### src/include/shift_pkg.sv
// shared constants and types for the parallel-load serial shift register
package shift_pkg;

	// =====================================================================
	// geometry
	localparam int STAGE_COUNT = 8;
	localparam int OUT_A_IDX = 5; // sixth stage
	localparam int OUT_B_IDX = 6; // seventh stage
	localparam int OUT_C_IDX = 7; // eighth stage
	localparam int SYNC_DEPTH = 2;
	localparam int FIFO_DEPTH = 16;

	// =====================================================================
	// fill tracking: contents are known after a load or this many shifts
	localparam logic [3:0] FILL_SHIFTS = 4'h8;
	localparam logic [3:0] FILL_RESET = 4'h0;

	// =====================================================================
	// reset values of control state
	localparam logic SYNC_RESET = 1'b0;
	localparam logic FLAG_RESET = 1'b0;

	typedef logic [STAGE_COUNT-1:0] stage_t;

	// kind of change that the sampled pins request
	typedef enum logic {
		OP_SHIFT,
		OP_LOAD
	} op_e;

	// one pin event travelling through the buffer
	typedef struct packed {
		op_e op;
		logic serial_bit;
		stage_t parallel_bits;
	} event_s;

	localparam int EVENT_WIDTH = $bits(event_s);

	// snapshot of the whole chain handed to the user side
	typedef struct packed {
		op_e op;
		stage_t stages;
	} snapshot_s;

endpackage

### src/core/pin_sync.sv
// two-flop synchroniser for a group of pin inputs
`timescale 1ns/1ps
module pin_sync import shift_pkg::*; #(
	parameter int WIDTH = 1
) (
	input wire logic clk_i,
	input wire logic reset_i,
	input wire logic [WIDTH-1:0] pin_i,
	output logic [WIDTH-1:0] sync_o
);

	logic [WIDTH-1:0] meta_r;

	// =====================================================================
	// first flop is read only by the second
	always_ff @(posedge clk_i) begin
		if (reset_i) begin
			meta_r <= {WIDTH{SYNC_RESET}};
			sync_o <= {WIDTH{SYNC_RESET}};
		end else begin
			meta_r <= pin_i;
			sync_o <= meta_r;
		end
	end

endmodule // pin_sync

### src/core/event_fifo.sv
// flop-based fifo with valid/ready on both sides
`timescale 1ns/1ps
module event_fifo #(
	parameter int WIDTH = 8,
	parameter int DEPTH = 16
) (
	input wire logic clk_i,
	input wire logic reset_i,
	input wire logic in_valid_i,
	output logic in_ready_o,
	input wire logic [WIDTH-1:0] in_data_i,
	output logic out_valid_o,
	input wire logic out_ready_i,
	output logic [WIDTH-1:0] out_data_o
);

	localparam int AW = $clog2(DEPTH);

	logic [WIDTH-1:0] mem_r [DEPTH];
	logic [AW-1:0] wr_ptr_r;
	logic [AW-1:0] rd_ptr_r;
	logic [AW:0] count_r;
	logic push;
	logic pop;

	// =====================================================================
	// handshake terms
	assign in_ready_o = (count_r != AW'(0) + (AW+1)'(DEPTH)) ? 1'b1 : 1'b0;
	assign out_valid_o = (count_r != '0);
	assign out_data_o = mem_r[rd_ptr_r];
	assign push = in_valid_i && in_ready_o;
	assign pop = out_valid_o && out_ready_i;

	// storage is data only, so it carries no reset
	always_ff @(posedge clk_i) begin
		if (push) begin
			mem_r[wr_ptr_r] <= in_data_i;
		end
	end

	// pointers wrap naturally since depth is a power of two
	always_ff @(posedge clk_i) begin
		if (reset_i) begin
			wr_ptr_r <= '0;
			rd_ptr_r <= '0;
			count_r <= '0;
		end else begin
			if (push) begin
				wr_ptr_r <= wr_ptr_r + AW'(1);
			end
			if (pop) begin
				rd_ptr_r <= rd_ptr_r + AW'(1);
			end
			if (push && !pop) begin
				count_r <= count_r + (AW+1)'(1);
			end else if (pop && !push) begin
				count_r <= count_r - (AW+1)'(1);
			end
		end
	end

endmodule // event_fifo

### src/core/shift_register.sv
// eight-stage shift register with serial shift and parallel load
`timescale 1ns/1ps
module shift_register import shift_pkg::*; (
	input wire logic clk_i,
	input wire logic reset_i,
	input wire logic shift_clock_i,
	input wire logic load_select_i,
	input wire logic serial_in_i,
	input wire logic [STAGE_COUNT-1:0] parallel_in_i,
	output logic stage6_out_o,
	output logic stage7_out_o,
	output logic stage8_out_o,
	output logic contents_known_o,
	output logic snap_valid_o,
	input wire logic snap_ready_i,
	output snapshot_s snap_data_o,
	output logic overflow_o,
	input wire logic overflow_clear_i
);

	// =====================================================================
	// internal signals

	// synchronised pins
	logic clk_sync;
	logic load_sync;
	logic serial_sync;
	stage_t par_sync;

	// history of the synchronised pins
	logic clk_prev_r;
	logic load_prev_r;
	stage_t par_prev_r;

	// event generation
	logic shift_edge;
	logic load_event;
	logic ev_valid;
	event_s ev_word;
	logic fifo_in_ready;

	// buffer drain side
	logic fifo_out_valid;
	event_s fifo_out_word;
	logic apply;

	// event kind, slot state and loss
	op_e ev_op;
	logic slot_free;
	logic lost_event;

	// the chain itself
	stage_t stages_r;
	stage_t stages_nxt;
	logic [3:0] fill_r;
	logic [3:0] fill_nxt;

	// =====================================================================
	// functions

	// next chain contents for one event; bit 0 is stage one
	// the default arm only guards an unknown op read from the buffer
	function automatic stage_t chain_step(input stage_t cur, input event_s ev);
		stage_t res;
		res = cur;
		case (ev.op)
			OP_LOAD: begin
				res = ev.parallel_bits;
			end
			OP_SHIFT: begin
				res = {cur[STAGE_COUNT-2:0], ev.serial_bit};
			end
			default: begin
				res = cur;
			end
		endcase
		return res;
	endfunction

	// count of shifts since reset; a load sets it straight to eight
	// saturates at eight so a long run of shifts never wraps to zero
	function automatic logic [3:0] fill_step(input logic [3:0] cur, input event_s ev);
		logic [3:0] res;
		res = cur;
		if (ev.op == OP_LOAD) begin
			res = FILL_SHIFTS;
		end else if (cur != FILL_SHIFTS) begin
			res = cur + 4'h1;
		end
		return res;
	endfunction

	// =====================================================================
	// pin synchronisers
	// the parallel bus is caught bit by bit, so a word that changes
	// under load select may land skewed; a skewed word lasts one
	// cycle and is then replaced by the settled word
	// every pin pays two cycles of latency here, the price of a clean sample

	pin_sync #(
		.WIDTH(1)
	) u_sync_clk (
		.clk_i(clk_i),
		.reset_i(reset_i),
		.pin_i(shift_clock_i),
		.sync_o(clk_sync)
	);

	pin_sync #(
		.WIDTH(1)
	) u_sync_load (
		.clk_i(clk_i),
		.reset_i(reset_i),
		.pin_i(load_select_i),
		.sync_o(load_sync)
	);

	pin_sync #(
		.WIDTH(1)
	) u_sync_serial (
		.clk_i(clk_i),
		.reset_i(reset_i),
		.pin_i(serial_in_i),
		.sync_o(serial_sync)
	);

	pin_sync #(
		.WIDTH(STAGE_COUNT)
	) u_sync_par (
		.clk_i(clk_i),
		.reset_i(reset_i),
		.pin_i(parallel_in_i),
		.sync_o(par_sync)
	);

	// =====================================================================
	// pin history for edge and change detection

	// previous shift clock level; reset low so a high level at release
	// looks like an edge even though it did not rise after the release
	always_ff @(posedge clk_i) begin
		if (reset_i) begin
			clk_prev_r <= SYNC_RESET;
		end else begin
			clk_prev_r <= clk_sync;
		end
	end

	// previous load select level and parallel word
	// a load select already high at release therefore counts as a fresh load
	always_ff @(posedge clk_i) begin
		if (reset_i) begin
			load_prev_r <= SYNC_RESET;
			par_prev_r <= '0;
		end else begin
			load_prev_r <= load_sync;
			par_prev_r <= par_sync;
		end
	end

	// =====================================================================
	// event generation
	// a load is transparent: it is re-issued whenever the parallel word
	// moves while load select stays high, which gives the chain the
	// follow-the-inputs behaviour of an asynchronous load
	// a shift clock level must last one cycle to be seen; shorter pulses
	// are lost, which bounds the rate at which the host may shift
	assign shift_edge = clk_sync && !clk_prev_r;
	assign load_event = load_sync && (!load_prev_r || (par_sync != par_prev_r));
	// clock edges under load are dropped outright
	assign ev_valid = load_event || (shift_edge && !load_sync);
	// kind of event the pins ask for in this cycle
	assign ev_op = load_sync ? OP_LOAD : OP_SHIFT;

	// event word offered to the buffer
	always_comb begin
		ev_word = '0;
		ev_word.op = ev_op;
		ev_word.serial_bit = serial_sync;
		ev_word.parallel_bits = par_sync;
	end

	// =====================================================================
	// event buffer
	// the user-side snapshot stream can stall, so events wait here
	// sixteen entries ride out two full bytes of shifts behind a stall
	// events leave in order, so a load never overtakes an earlier shift

	event_fifo #(
		.WIDTH(EVENT_WIDTH),
		.DEPTH(FIFO_DEPTH)
	) u_fifo (
		.clk_i(clk_i),
		.reset_i(reset_i),
		.in_valid_i(ev_valid),
		.in_ready_o(fifo_in_ready),
		.in_data_i(ev_word),
		.out_valid_o(fifo_out_valid),
		.out_ready_i(apply),
		.out_data_o(fifo_out_word)
	);

	// an event is applied only when the snapshot slot can take its result;
	// the chain waits with the slot so every snapshot matches the outputs
	assign slot_free = !snap_valid_o || snap_ready_i;
	assign apply = fifo_out_valid && slot_free;

	// =====================================================================
	// overflow flag
	// pins cannot be held off, so a full buffer loses the event; the flag
	// tells the user side; a new loss wins over a clear in the same cycle
	assign lost_event = ev_valid && !fifo_in_ready;

	// sticky loss flag
	always_ff @(posedge clk_i) begin
		if (reset_i) begin
			overflow_o <= FLAG_RESET;
		end else if (lost_event) begin
			overflow_o <= 1'b1;
		end else if (overflow_clear_i) begin
			overflow_o <= 1'b0;
		end
	end

	// =====================================================================
	// the chain
	// outputs trail the pins by four cycles, more while the snapshot
	// stream stalls; a host that reads them back must allow for that

	// next state of the chain and of the fill count
	always_comb begin
		stages_nxt = stages_r;
		fill_nxt = fill_r;
		if (apply) begin
			stages_nxt = chain_step(stages_r, fifo_out_word);
			fill_nxt = fill_step(fill_r, fifo_out_word);
		end
	end

	// storage stages carry no reset: their contents are data
	always_ff @(posedge clk_i) begin
		stages_r <= stages_nxt;
	end

	// fill count restarts with reset since nothing known is held then
	always_ff @(posedge clk_i) begin
		if (reset_i) begin
			fill_r <= FILL_RESET;
		end else begin
			fill_r <= fill_nxt;
		end
	end

	// =====================================================================
	// outputs

	// not reset: these show unknown until a load or six, seven and eight shifts land
	// last three stages only; taken from the next value so they change
	// at the same edge as the chain
	always_ff @(posedge clk_i) begin
		stage6_out_o <= stages_nxt[OUT_A_IDX];
		stage7_out_o <= stages_nxt[OUT_B_IDX];
		stage8_out_o <= stages_nxt[OUT_C_IDX];
	end

	// contents known once loaded or fully shifted through
	// a mid-run reset drops it although the chain keeps its data
	always_ff @(posedge clk_i) begin
		if (reset_i) begin
			contents_known_o <= FLAG_RESET;
		end else begin
			contents_known_o <= (fill_nxt == FILL_SHIFTS);
		end
	end

	// snapshot stream: one word per applied event
	// valid stays high across back-to-back words while ready is high
	always_ff @(posedge clk_i) begin
		if (reset_i) begin
			snap_valid_o <= FLAG_RESET;
		end else if (apply) begin
			snap_valid_o <= 1'b1;
		end else if (snap_ready_i) begin
			snap_valid_o <= 1'b0;
		end
	end

	// snapshot data is held while it waits
	// the op field tells the user which kind of event made this word
	always_ff @(posedge clk_i) begin
		if (reset_i) begin
			snap_data_o <= '0;
		end else if (apply) begin
			snap_data_o.op <= fifo_out_word.op;
			snap_data_o.stages <= stages_nxt;
		end
	end

endmodule // shift_register

### config.mk
export PLATFORM = sky130hd
export DESIGN_NAME = shift_register
export DESIGN_NICKNAME = d
export VERILOG_FILES = /design/src/include/shift_pkg.sv /design/src/core/pin_sync.sv /design/src/core/event_fifo.sv /design/src/core/shift_register.sv
export SDC_FILE = /design/constraint.sdc
export NUM_CORES = 1
export LEC_CHECK = 0
export BUFFER_PORTS_ARGS = -buffer_cell sky130_fd_sc_hd__clkbuf_2
export CAP_MARGIN = 20
export CELL_PAD_IN_SITES_DETAIL_PLACEMENT = 0
export CELL_PAD_IN_SITES_GLOBAL_PLACEMENT = 1
export CORE_MARGIN = 2
export CORE_UTILIZATION = 47
export CTS_CLUSTER_SIZE = 30
export DETAILED_ROUTE_END_ITERATION = 10
export HOLD_SLACK_MARGIN = 0.12
export PLACE_DENSITY_LB_ADDON = 0.1
export SYNTH_ARGS = -nofsm -noshare
export SYNTH_HDL_FRONTEND = slang
export SYNTH_HIERARCHICAL = 1
export SYNTH_SLANG_ARGS = --single-unit
export TNS_END_PERCENT = 30
### constraint.sdc
create_clock -name clk_i -period 3 [get_ports clk_i]
set_input_delay 0.75 -clock clk_i [delete_from_list [all_inputs] [get_ports clk_i]]
set_output_delay 0.75 -clock clk_i [all_outputs]
set_load 0.05 [all_outputs]
==> impl_metrics.yaml, run 1 <==
run_status:
  status: "finished, final reports clean"
worst_setup_path:
  startpoint_type: "register"
  cp_top_family: "simple AND/OR/NAND/NOR gates"
  critical_path_required_ns: 3.40
  critical_path_class: "register to register"
  cp_common_cell: "ha_1"
  cp_max_fo: 5
  cpMaxStageDelayCell: "or4_4"
  arrival_ns: 3.21
  slowest_delay_ns: 0.63
  setup.worst_path.start: "u_fifo/count_r[0]"
  cp-end-kind: "register"
  path_cells: "or4_4, o21ai_4, inv_2, ha_1, inv_1, ha_1, a21oi_1, a211oi_1, a31oi_1, mux2_2"
  cp_num_buf_inv: 2
  r2r_start: "u_fifo/count_r[0]"
logic_synthesis:
  syn_inst: 549
  netlist_area_um2: 8950
  ys_seq_area_frac: 0.700
  yosys_most_used_dff: "edfxtp_1"
  synth_edf_count: 160
  yosysTopAreaCell: "edfxtp_1"
  synth_common_cells: "160 x edfxtp_1, 73 x dfxtp_1, 40 x mux4_2, 40 x nor2_1, 25 x nor2b_1"
  synthArstFlopShare: 0
  synth_nets: 576
  ys_ff_latch: 233
  synth.most_common_cell: "edfxtp_1"
  netlist.area_leader.share: 0.537
  ys_warn_count: 6
  syn_area_per_cell_um2: 16.3
  synthTopCellsByArea: "edfxtp_1 54%, dfxtp_1 16%, mux4_2 10%"
  yosysUniqueCellTypes: 49
die:
  rows: 50
  start_util: 0.479
  io_pins: 30
  die_width_um: 142
  die_h_um: 142
  core_um2: 18700
  dieArea_um2: 20200
global_route:
  grt_max_degree: 36
  gr-total-overflow: 0
  grt_pass1_wl_um: 26600
  antenna_found_initial: 0
  track_usage: 0.173
  first_global_vias: 4712
drt:
  routedWlPerCell_um: 19.3
  via_per_inst: 5.32
  dr.pass1.iters: 5
  antenna_left: 0
  vias: 4611
  drt_iter0_markers: 202
  routed_wl_um: 16700
  drc_errors: 0
sta:
  finalCritPeriodShare: 0.939
  grt_setup_unrepaired: "no"
  setup_violations: 0
  tns_ns: 0
  maxSlewViolCount: 0
  max_clock_freq_mhz: 355
  worstMarginPinSlew_ns: 0.533
  hold_viol: 0
  hold-worst-slack_ns: 0.434
  finalClockSkew_ns: 0.00990
  timing.final.crit_period_ns: 2.82
  maxSlewHeadroom: 0.644
cells_and_area:
  layout-drive-gt1-share: 0.272
  final_util: 0.554
  fill_cells: 1459
  antennaDiodeCount: 0
  ff_latch_area_um2: 6270
  finish.instance_area_um2: 10400
  multi_input_area_um2: 2540
  fin_nets: 642
  syn_to_final_growth_pct: 15.8
pwr:
  p_sw_mw: 2.57
  finalPower_mw: 8.85
  pwr-share-comb: 0.240
  pwr-share-seq: 0.431
  p_leak_nw: 3.72
  netSwitchingFraction: 0.291
  pwr-share-clk: 0.329
  peakVddDrop_uv: 492
  internal_power_mw: 6.28
  power.density_nw_per_um2: 854
hold_path:
  min_from: "u_sync_par/meta_r[6]"
  hold_class: "register to register"
placement:
  place_congestion: 0.787
  io_buffers: 29
  dpl.hpwl_um: 10900
  postPlaceCellArea_um2: 9570
clocking:
  cts-root-buf: "clkbuf_16"
  clock_path_buffers: 3
  htreeDepth: 1
  clkTransAtPathRegs_ns: 0.06
  cts_buffers: 24
  cts_tree: "yes"
  clock-sinks: 233
  post_cts_buffers: 0
  hold_buffers: 0
  cts_resized: 0
  clk_latency_ns: 0.51
run:
  max-cap-violations: 0
per-stage QoR:
| step | std cells | setup WS, ns |
|---|---|---|
| 6_report | 867 | 0.184 |
| 5_1_grt | 867 | 0.0449 |
| 4_1_cts | 867 | 0.189 |
| 3_5_place_dp | 823 | 0.207 |
| 3_3_place_gp | 823 | 0.242 |
| 2_1_floorplan | 549 | 0.0843 |
cell usage in the layout (no fill, tap or decap), types with 11 or more instances in the layout:
| master | count |
|---|---|
| a21oi_1 | 17 |
| inv_1 | 12 |
| edfxtp_1 | 160 |
| dfxtp_1 | 72 |
| ha_1 | 11 |
| buf_4 | 36 |
| nor2b_1 | 25 |
| clkbuf_2 | 29 |
| clkbuf_16 | 26 |
| nand2_1 | 18 |
| a22oi_1 | 20 |
| mux4_2 | 40 |
| xor2_1 | 12 |
| nor2_1 | 40 |
registers in the layout (all words and copies together), names as in the netlist, 5 cells and up, named ones only:
name and flops:
u_fifo/mem_r 160, par_prev_r 8, u_sync_par/sync_o 8, u_sync_par/meta_r 8, u_fifo/count_r 5, stages_r 7, snap_data_o 9
final timing paths:
path | to | slack (ns) | depth (start not counted)
setup reg to reg | u_fifo/count_r[4] | 0.18 | 10
hold / removal | u_sync_par/sync_o[6] | 0.43 | 1
setup / recovery | u_fifo/count_r[4] | 0.18 | 10
hold reg to reg | u_sync_par/sync_o[6] | 0.43 | 1
metal layers:
| metal | part of all wire | GRT usage | vias up |
|---|---|---|---|
| li1 | - | - | 2218 |
| met1 | 0.48 | 0.248 | 2297 |
| met2 | 0.47 | 0.281 | 72 |
| met3 | 0.027 | 0.0252 | 24 |
| met4 | 0.022 | 0.0458 | 0 |
| met5 | 0 | 0 | - |
kinds of logic after synthesis:
family	Yosys count	synth area share
XOR/XNOR	17	0.0166
flip-flops	233	0.700
buffers and inverters	40	0.0189
multiplexers	50	0.112
AND/OR/NAND/NOR	136	0.0855
AO/OA/AOI/OAI	61	0.0493
adder cells (fa/ha/maj)	12	0.0176
power by group through the flow:
stage	Clock, mW	Combinational (mW)	Sequential [mW]
2_1_floorplan	0	1.32	4.15
3_3_place_gp	0	2.13	3.87
3_5_place_dp	0	2.14	3.89
4_1_cts	2.98	2.16	3.82
5_1_grt	3.10	2.35	3.85
6_report	2.91	2.13	3.82
cell type report:
type | instances | area share
Multi-Input combinational cell | 276 | 0.245
Clock inverter | 5 | 0.00471
Inverter | 15 | 0.00543
Sequential cell | 233 | 0.605
Clock buffer | 39 | 0.0714
Timing Repair Buffer | 65 | 0.0401
Tap cell | 234 | 0.0283
Note: power is estimated with default switching activity, not from simulation.
==> run 2: changes to the inputs <==
CORE_UTILIZATION = 48   (was 47)
SYNTH_HIERARCHICAL = default   (was 1)
==> run 2 against run 1 <==
Against the previous run: synthesized cell count increased by 0.36%; sequential cell count stayed put; setup slack improved by 0.014 ns; area after synthesis increased by 2.2%; clock power rose by 2%; wire length grew 4.0%; critical path type unchanged; largest power group unchanged.
==> impl_metrics.yaml, run 2 <==
worst_setup_path:
  cp-end-kind: "register"
  cp_max_fo: 5
  critical_path_required_ns: 3.44
  arrival_ns: 3.24
  setup.worst_path.start: "u_fifo.count_r[0]"
  startpoint_type: "register"
  critical_path_class: "register to register"
  r2r_start: "u_fifo.count_r[0]"
logic_synthesis:
  ys_seq_area_frac: 0.685
  synth.most_common_cell: "edfxtp_1"
  synthArstFlopShare: 0
  netlist.area_leader.share: 0.525
  netlist_area_um2: 9150
  synth_fa_ha_area_frac: 0.0172
  synthXorXnorAreaFrac: 0.0163
  synth_nets: 578
  yosysTopAreaCell: "edfxtp_1"
  yosysUniqueCellTypes: 49
  synth_compound_area_frac: 0.0324
  synth_common_cells: "160 x edfxtp_1, 73 x dfxtp_1, 34 x mux4_2, 34 x nor2b_1, 22 x mux2i_1"
  syn_inst: 551
  ys_warn_count: 0
  ys_ff_latch: 233
  yosys_most_used_dff: "edfxtp_1"
  synth_simple_gate_area_frac: 0.0726
  syn_area_per_cell_um2: 16.6
  synth_top_family_by_area: "multiplexers"
  synthMuxAreaShare: 0.156
  synth_edf_count: 160
  synthTopCellsByArea: "edfxtp_1 53%, dfxtp_1 16%, mux4_2 8.4%"
die:
  die_width_um: 142
  die_h_um: 142
  rows: 50
  core_um2: 18700
  start_util: 0.489
  io_pins: 30
  dieArea_um2: 20200
hold_path:
  min_from: "u_sync_par.meta_r[0]"
  hold_class: "register to register"
clocking:
  post_cts_buffers: 0
  clock-sinks: 233
  cts_tree: "yes"
  clk_latency_ns: 0.51
  clkTransAtPathRegs_ns: 0.06
  cts_buffers: 24
  clock_path_buffers: 3
  htreeDepth: 1
  cts-root-buf: "clkbuf_16"
  hold_buffers: 0
  cts_resized: 0
cells_and_area:
  syn_to_final_growth_pct: 14.3
  final_cell_mix: "160 x edfxtp_1, 72 x dfxtp_1, 34 x mux4_2, 34 x nor2b_1, 29 x clkbuf_2"
  largest_register: "u_fifo.mem_r"
  layout-drive-gt1-share: 0.249
  antennaDiodeCount: 0
  final_util: 0.559
  final_common_cell: "edfxtp_1"
  reg_top3: "u_fifo.mem_r x160, snap_data_o x9"
  final_cell_count_no_fill: 853
  largest_reg_flops: 160
  fin_nets: 629
pwr:
  peakVddDrop_uv: 494
  internal_power_mw: 6.52
  p_sw_mw: 2.76
  power.density_nw_per_um2: 888
  pwr-share-seq: 0.415
  pwr-share-clk: 0.321
  netSwitchingFraction: 0.298
  p_leak_nw: 3.70
  pwr-share-comb: 0.263
sta:
  grt_setup_unrepaired: "no"
  timing.final.crit_period_ns: 2.80
  finalCritPeriodShare: 0.934
  max_clock_freq_mhz: 357
  worstMarginPinSlew_ns: 0.683
  maxSlewViolCount: 0
  maxSlewHeadroom: 0.545
  tns_ns: 0
  finalClockSkew_ns: 0.00973
  setup_violations: 0
  fin_ws_ns: 0.199
  hold_viol: 0
  hold-worst-slack_ns: 0.436
global_route:
  grt_pass1_wl_um: 27200
  gr-total-overflow: 0
  antenna_found_initial: 0
  grt_max_degree: 30
  first_global_vias: 4794
  track_usage: 0.180
drt:
  drt_iter0_markers: 329
  routedWlPerCell_um: 20.4
  drc_errors: 0
  vias: 4671
  via_per_inst: 5.48
  routed_wl_um: 17400
  antenna_left: 0
  dr.pass1.iters: 5
placement:
  dpl.hpwl_um: 11400
  io_buffers: 29
  pre_cts_ws_ns: 0.218
  place_inst: 810
  place_congestion: 0.789
run_status:
  status: "finished, final reports clean"
run:
  max-cap-violations: 0
-- run 2: logic make-up after synthesis --
| group | count (synthesis) |
|---|---|
| compound gates | 48 |
| xor+xnor | 17 |
| fa+ha+maj | 12 |
| buf+inv | 38 |
| flops | 233 |
| mux | 86 |
| simple gates | 117 |
-- run 2: critical path, stage by stage, from the launching register on --
cell and delay (ns):
dfxtp_1 0.37, or4_4 0.58, o21a_1 0.20, inv_1 0.09
ha_2 0.19, inv_1 0.10, ha_1 0.34, a21o_1 0.20
a21oi_2 0.14, xnor2_1 0.08, or3_1 0.30, a21oi_1 0.13
-- run 2: layer usage --
layer	global-route usage	up-vias	wire length (um)
li1	-	2220	-
met1	0.246	2326	7880
met2	0.293	93	8170
met3	0.0326	32	694
met4	0.0637	0	615
met5	0	-	0
-- run 2: area by class of cell --
class,instances,area (um^2)
clock buffers,29,692
clock inverters,14,116
fillers,1471,8250
inverters,10,37.5
multi-input cells,280,2710
flip-flops and latches,233,6270
well taps,234,293
repair buffers,53,338
-- run 2: path summary, 6_finish.rpt --
path,to,slack [ns],cells past startpoint
max reg2reg,u_fifo.count_r[4],0.20,11
min,u_sync_par.sync_o[0],0.44,1
max,u_fifo.count_r[4],0.20,11
min reg2reg,u_sync_par.sync_o[0],0.44,1
-- run 2: per-stage QoR --
| stage | instance area [um^2] | power (mW) |
|---|---|---|
| floorplan | 9180 | 5.83 |
| global placement | 9650 | 6.35 |
| detailed placement | 9650 | 6.40 |
| CTS | 10500 | 9.39 |
| global route | 10500 | 9.74 |
| finish | 10500 | 9.28 |
-- run 2: power by group through the flow --
stage	combinational, mW	clock, mW	sequential, mW
after floorplan	1.67	0	4.16
after global placement	2.43	0	3.92
after CTS	2.49	3.04	3.86
after global routing	2.67	3.18	3.89
final	2.44	2.98	3.86
after detailed placement	2.47	0	3.93
==> run 3: changes to the inputs <==
CELL_PAD_IN_SITES_DETAIL_PLACEMENT = 1   (was 0)
SKIP_CTS_REPAIR_TIMING = 1   (was default)
==> run 3 against run 2 <==
Against the previous run: count of clock-buffer cells in the layout up 5; wire length increased by 8.3%; fmax decreased by 1.0%; global-route usage up 1.4 points; design area rose by 0.22%; critical endpoint unchanged; largest cell class unchanged; largest power group unchanged.
==> impl_metrics.yaml, run 3 (same netlist as run 2, synthesis figures left out) <==
run_status:
  status: "finished, final reports clean"
sta:
  setup_violations: 0
  grt_setup_unrepaired: "no"
  maxSlewViolCount: 0
  maxSlewHeadroom: 0.536
  finalClockSkew_ns: 0.0123
  fin_ws_ns: 0.170
  tns_ns: 0
  finalCritPeriodShare: 0.943
  max_clock_freq_mhz: 353
  hold-worst-slack_ns: 0.437
  hold_viol: 0
  timing.final.crit_period_ns: 2.83
  worstMarginPinSlew_ns: 0.696
die:
  rows: 50
  dieArea_um2: 20200
  start_util: 0.489
  io_pins: 30
  core_um2: 18700
  die_h_um: 142
  die_width_um: 142
global_route:
  first_global_vias: 5144
  grt_max_degree: 30
  grt_pass1_wl_um: 29600
  antenna_found_initial: 0
  gr-total-overflow: 0
  track_usage: 0.194
worst_setup_path:
  critical_path_class: "register to register"
  arrival_ns: 3.27
  critical_path_required_ns: 3.44
  cp_max_fo: 5
  startpoint_type: "register"
  cp-end-kind: "register"
hold_path:
  hold_class: "register to register"
pwr:
  peakVddDrop_uv: 491
  pwr-share-comb: 0.264
  netSwitchingFraction: 0.302
  power.density_nw_per_um2: 896
  p_leak_nw: 3.71
  pwr-share-seq: 0.412
  pwr-share-clk: 0.324
  p_sw_mw: 2.84
  internal_power_mw: 6.55
clocking:
  htreeDepth: 1
  clock_path_buffers: 3
  clkTransAtPathRegs_ns: 0.06
  clk_latency_ns: 0.51
  clock-sinks: 233
  cts_tree: "yes"
  cts_buffers: 25
  cts-root-buf: "clkbuf_16"
cells_and_area:
  syn_to_final_growth_pct: 14.5
  fin_nets: 630
  largest_register: "u_fifo.mem_r"
  layout-drive-gt1-share: 0.249
  reg_top3: "u_fifo.mem_r x160, snap_data_o x9"
  largest_reg_flops: 160
  final_common_cell: "edfxtp_1"
  fill_cells: 1727
  finish.instance_area_um2: 10500
  antennaDiodeCount: 0
  final_cell_mix: "160 x edfxtp_1, 72 x dfxtp_1, 34 x mux4_2, 34 x nor2b_1, 29 x clkbuf_2"
drt:
  vias: 4789
  wl_met1_um: 8460
  antenna_left: 0
  via_per_inst: 5.59
  dr.pass1.iters: 4
  wl_met3_um: 758
  routedWlPerCell_um: 22.0
  routed_wl_um: 18800
  top_layer_used: "met4"
  drc_errors: 0
  wl_met2_um: 9210
  drt_iter0_markers: 301
placement:
  dpl.hpwl_um: 12400
  postPlaceCellArea_um2: 9650
  io_buffers: 29
  pre_cts_ws_ns: 0.186
  place_congestion: 0.789
run:
  max-cap-violations: 0
-- run 3: cell count changes in the layout (fill, tap and decap cells not counted), sizes merged --
cell      previous run  this run
clkbuf              58        63
clkinv              11         9
clkinvlp             1         0
inv                 10        11
-- run 3: layout make-up --
class | instances | area (um^2) | area share
sequential | 233 | 6270 | 0.598
clock buffer | 34 | 709 | 0.0677
tap | 234 | 293 | 0.0279
timing repair buffer | 53 | 338 | 0.0322
multi-input combinational | 280 | 2710 | 0.259
clock inverter | 12 | 121 | 0.0116
inverter | 10 | 37.5 | 0.00358
-- run 3: power groups by stage --
stage | sequential, mW | clock [mW] | combinational, mW
after floorplan | 4.16 | 0 | 1.67
after global placement | 3.92 | 0 | 2.43
after detailed placement | 3.94 | 0 | 2.50
after CTS | 3.87 | 3.10 | 2.52
after global routing | 3.90 | 3.23 | 2.69
final | 3.87 | 3.05 | 2.48
-- run 3: critical path, cell delays in order (launching register included) --
cell,delay [ns]
dfxtp_1,0.38
or4_4,0.58
o21a_1,0.21
inv_1,0.08
ha_2,0.19
inv_1,0.10
fa_2,0.37
a21o_1,0.18
a21oi_2,0.14
xnor2_1,0.08
or3_1,0.31
a21oi_1,0.13
-- run 3: final timing paths --
kind                               end            startpoint  slack, ns  depth (start not counted)
hold / removal    u_sync_par.sync_o[6]  u_sync_par.meta_r[6]       0.44                          1
setup reg to reg     u_fifo.count_r[4]     u_fifo.count_r[0]       0.17                         11
hold reg to reg   u_sync_par.sync_o[6]  u_sync_par.meta_r[6]       0.44                          1
setup / recovery     u_fifo.count_r[4]     u_fifo.count_r[0]       0.17                         11
-- run 3: per-stage QoR --
| stage | power (mW) | std cells | utilization |
|---|---|---|---|
| finish | 9.39 | 856 | 0.560 |
| global route | 9.82 | 856 | 0.560 |
| CTS | 9.50 | 856 | 0.560 |
| detailed placement | 6.44 | 810 | 0.516 |
| global placement | 6.35 | 810 | 0.516 |
| floorplan | 5.83 | 551 | - |
-- run 3: routing by layer --
metal | vias up | track usage
met5 | - | 0
met4 | 0 | 0.0537
met3 | 24 | 0.0283
met2 | 93 | 0.329
met1 | 2461 | 0.263
li1 | 2211 | -
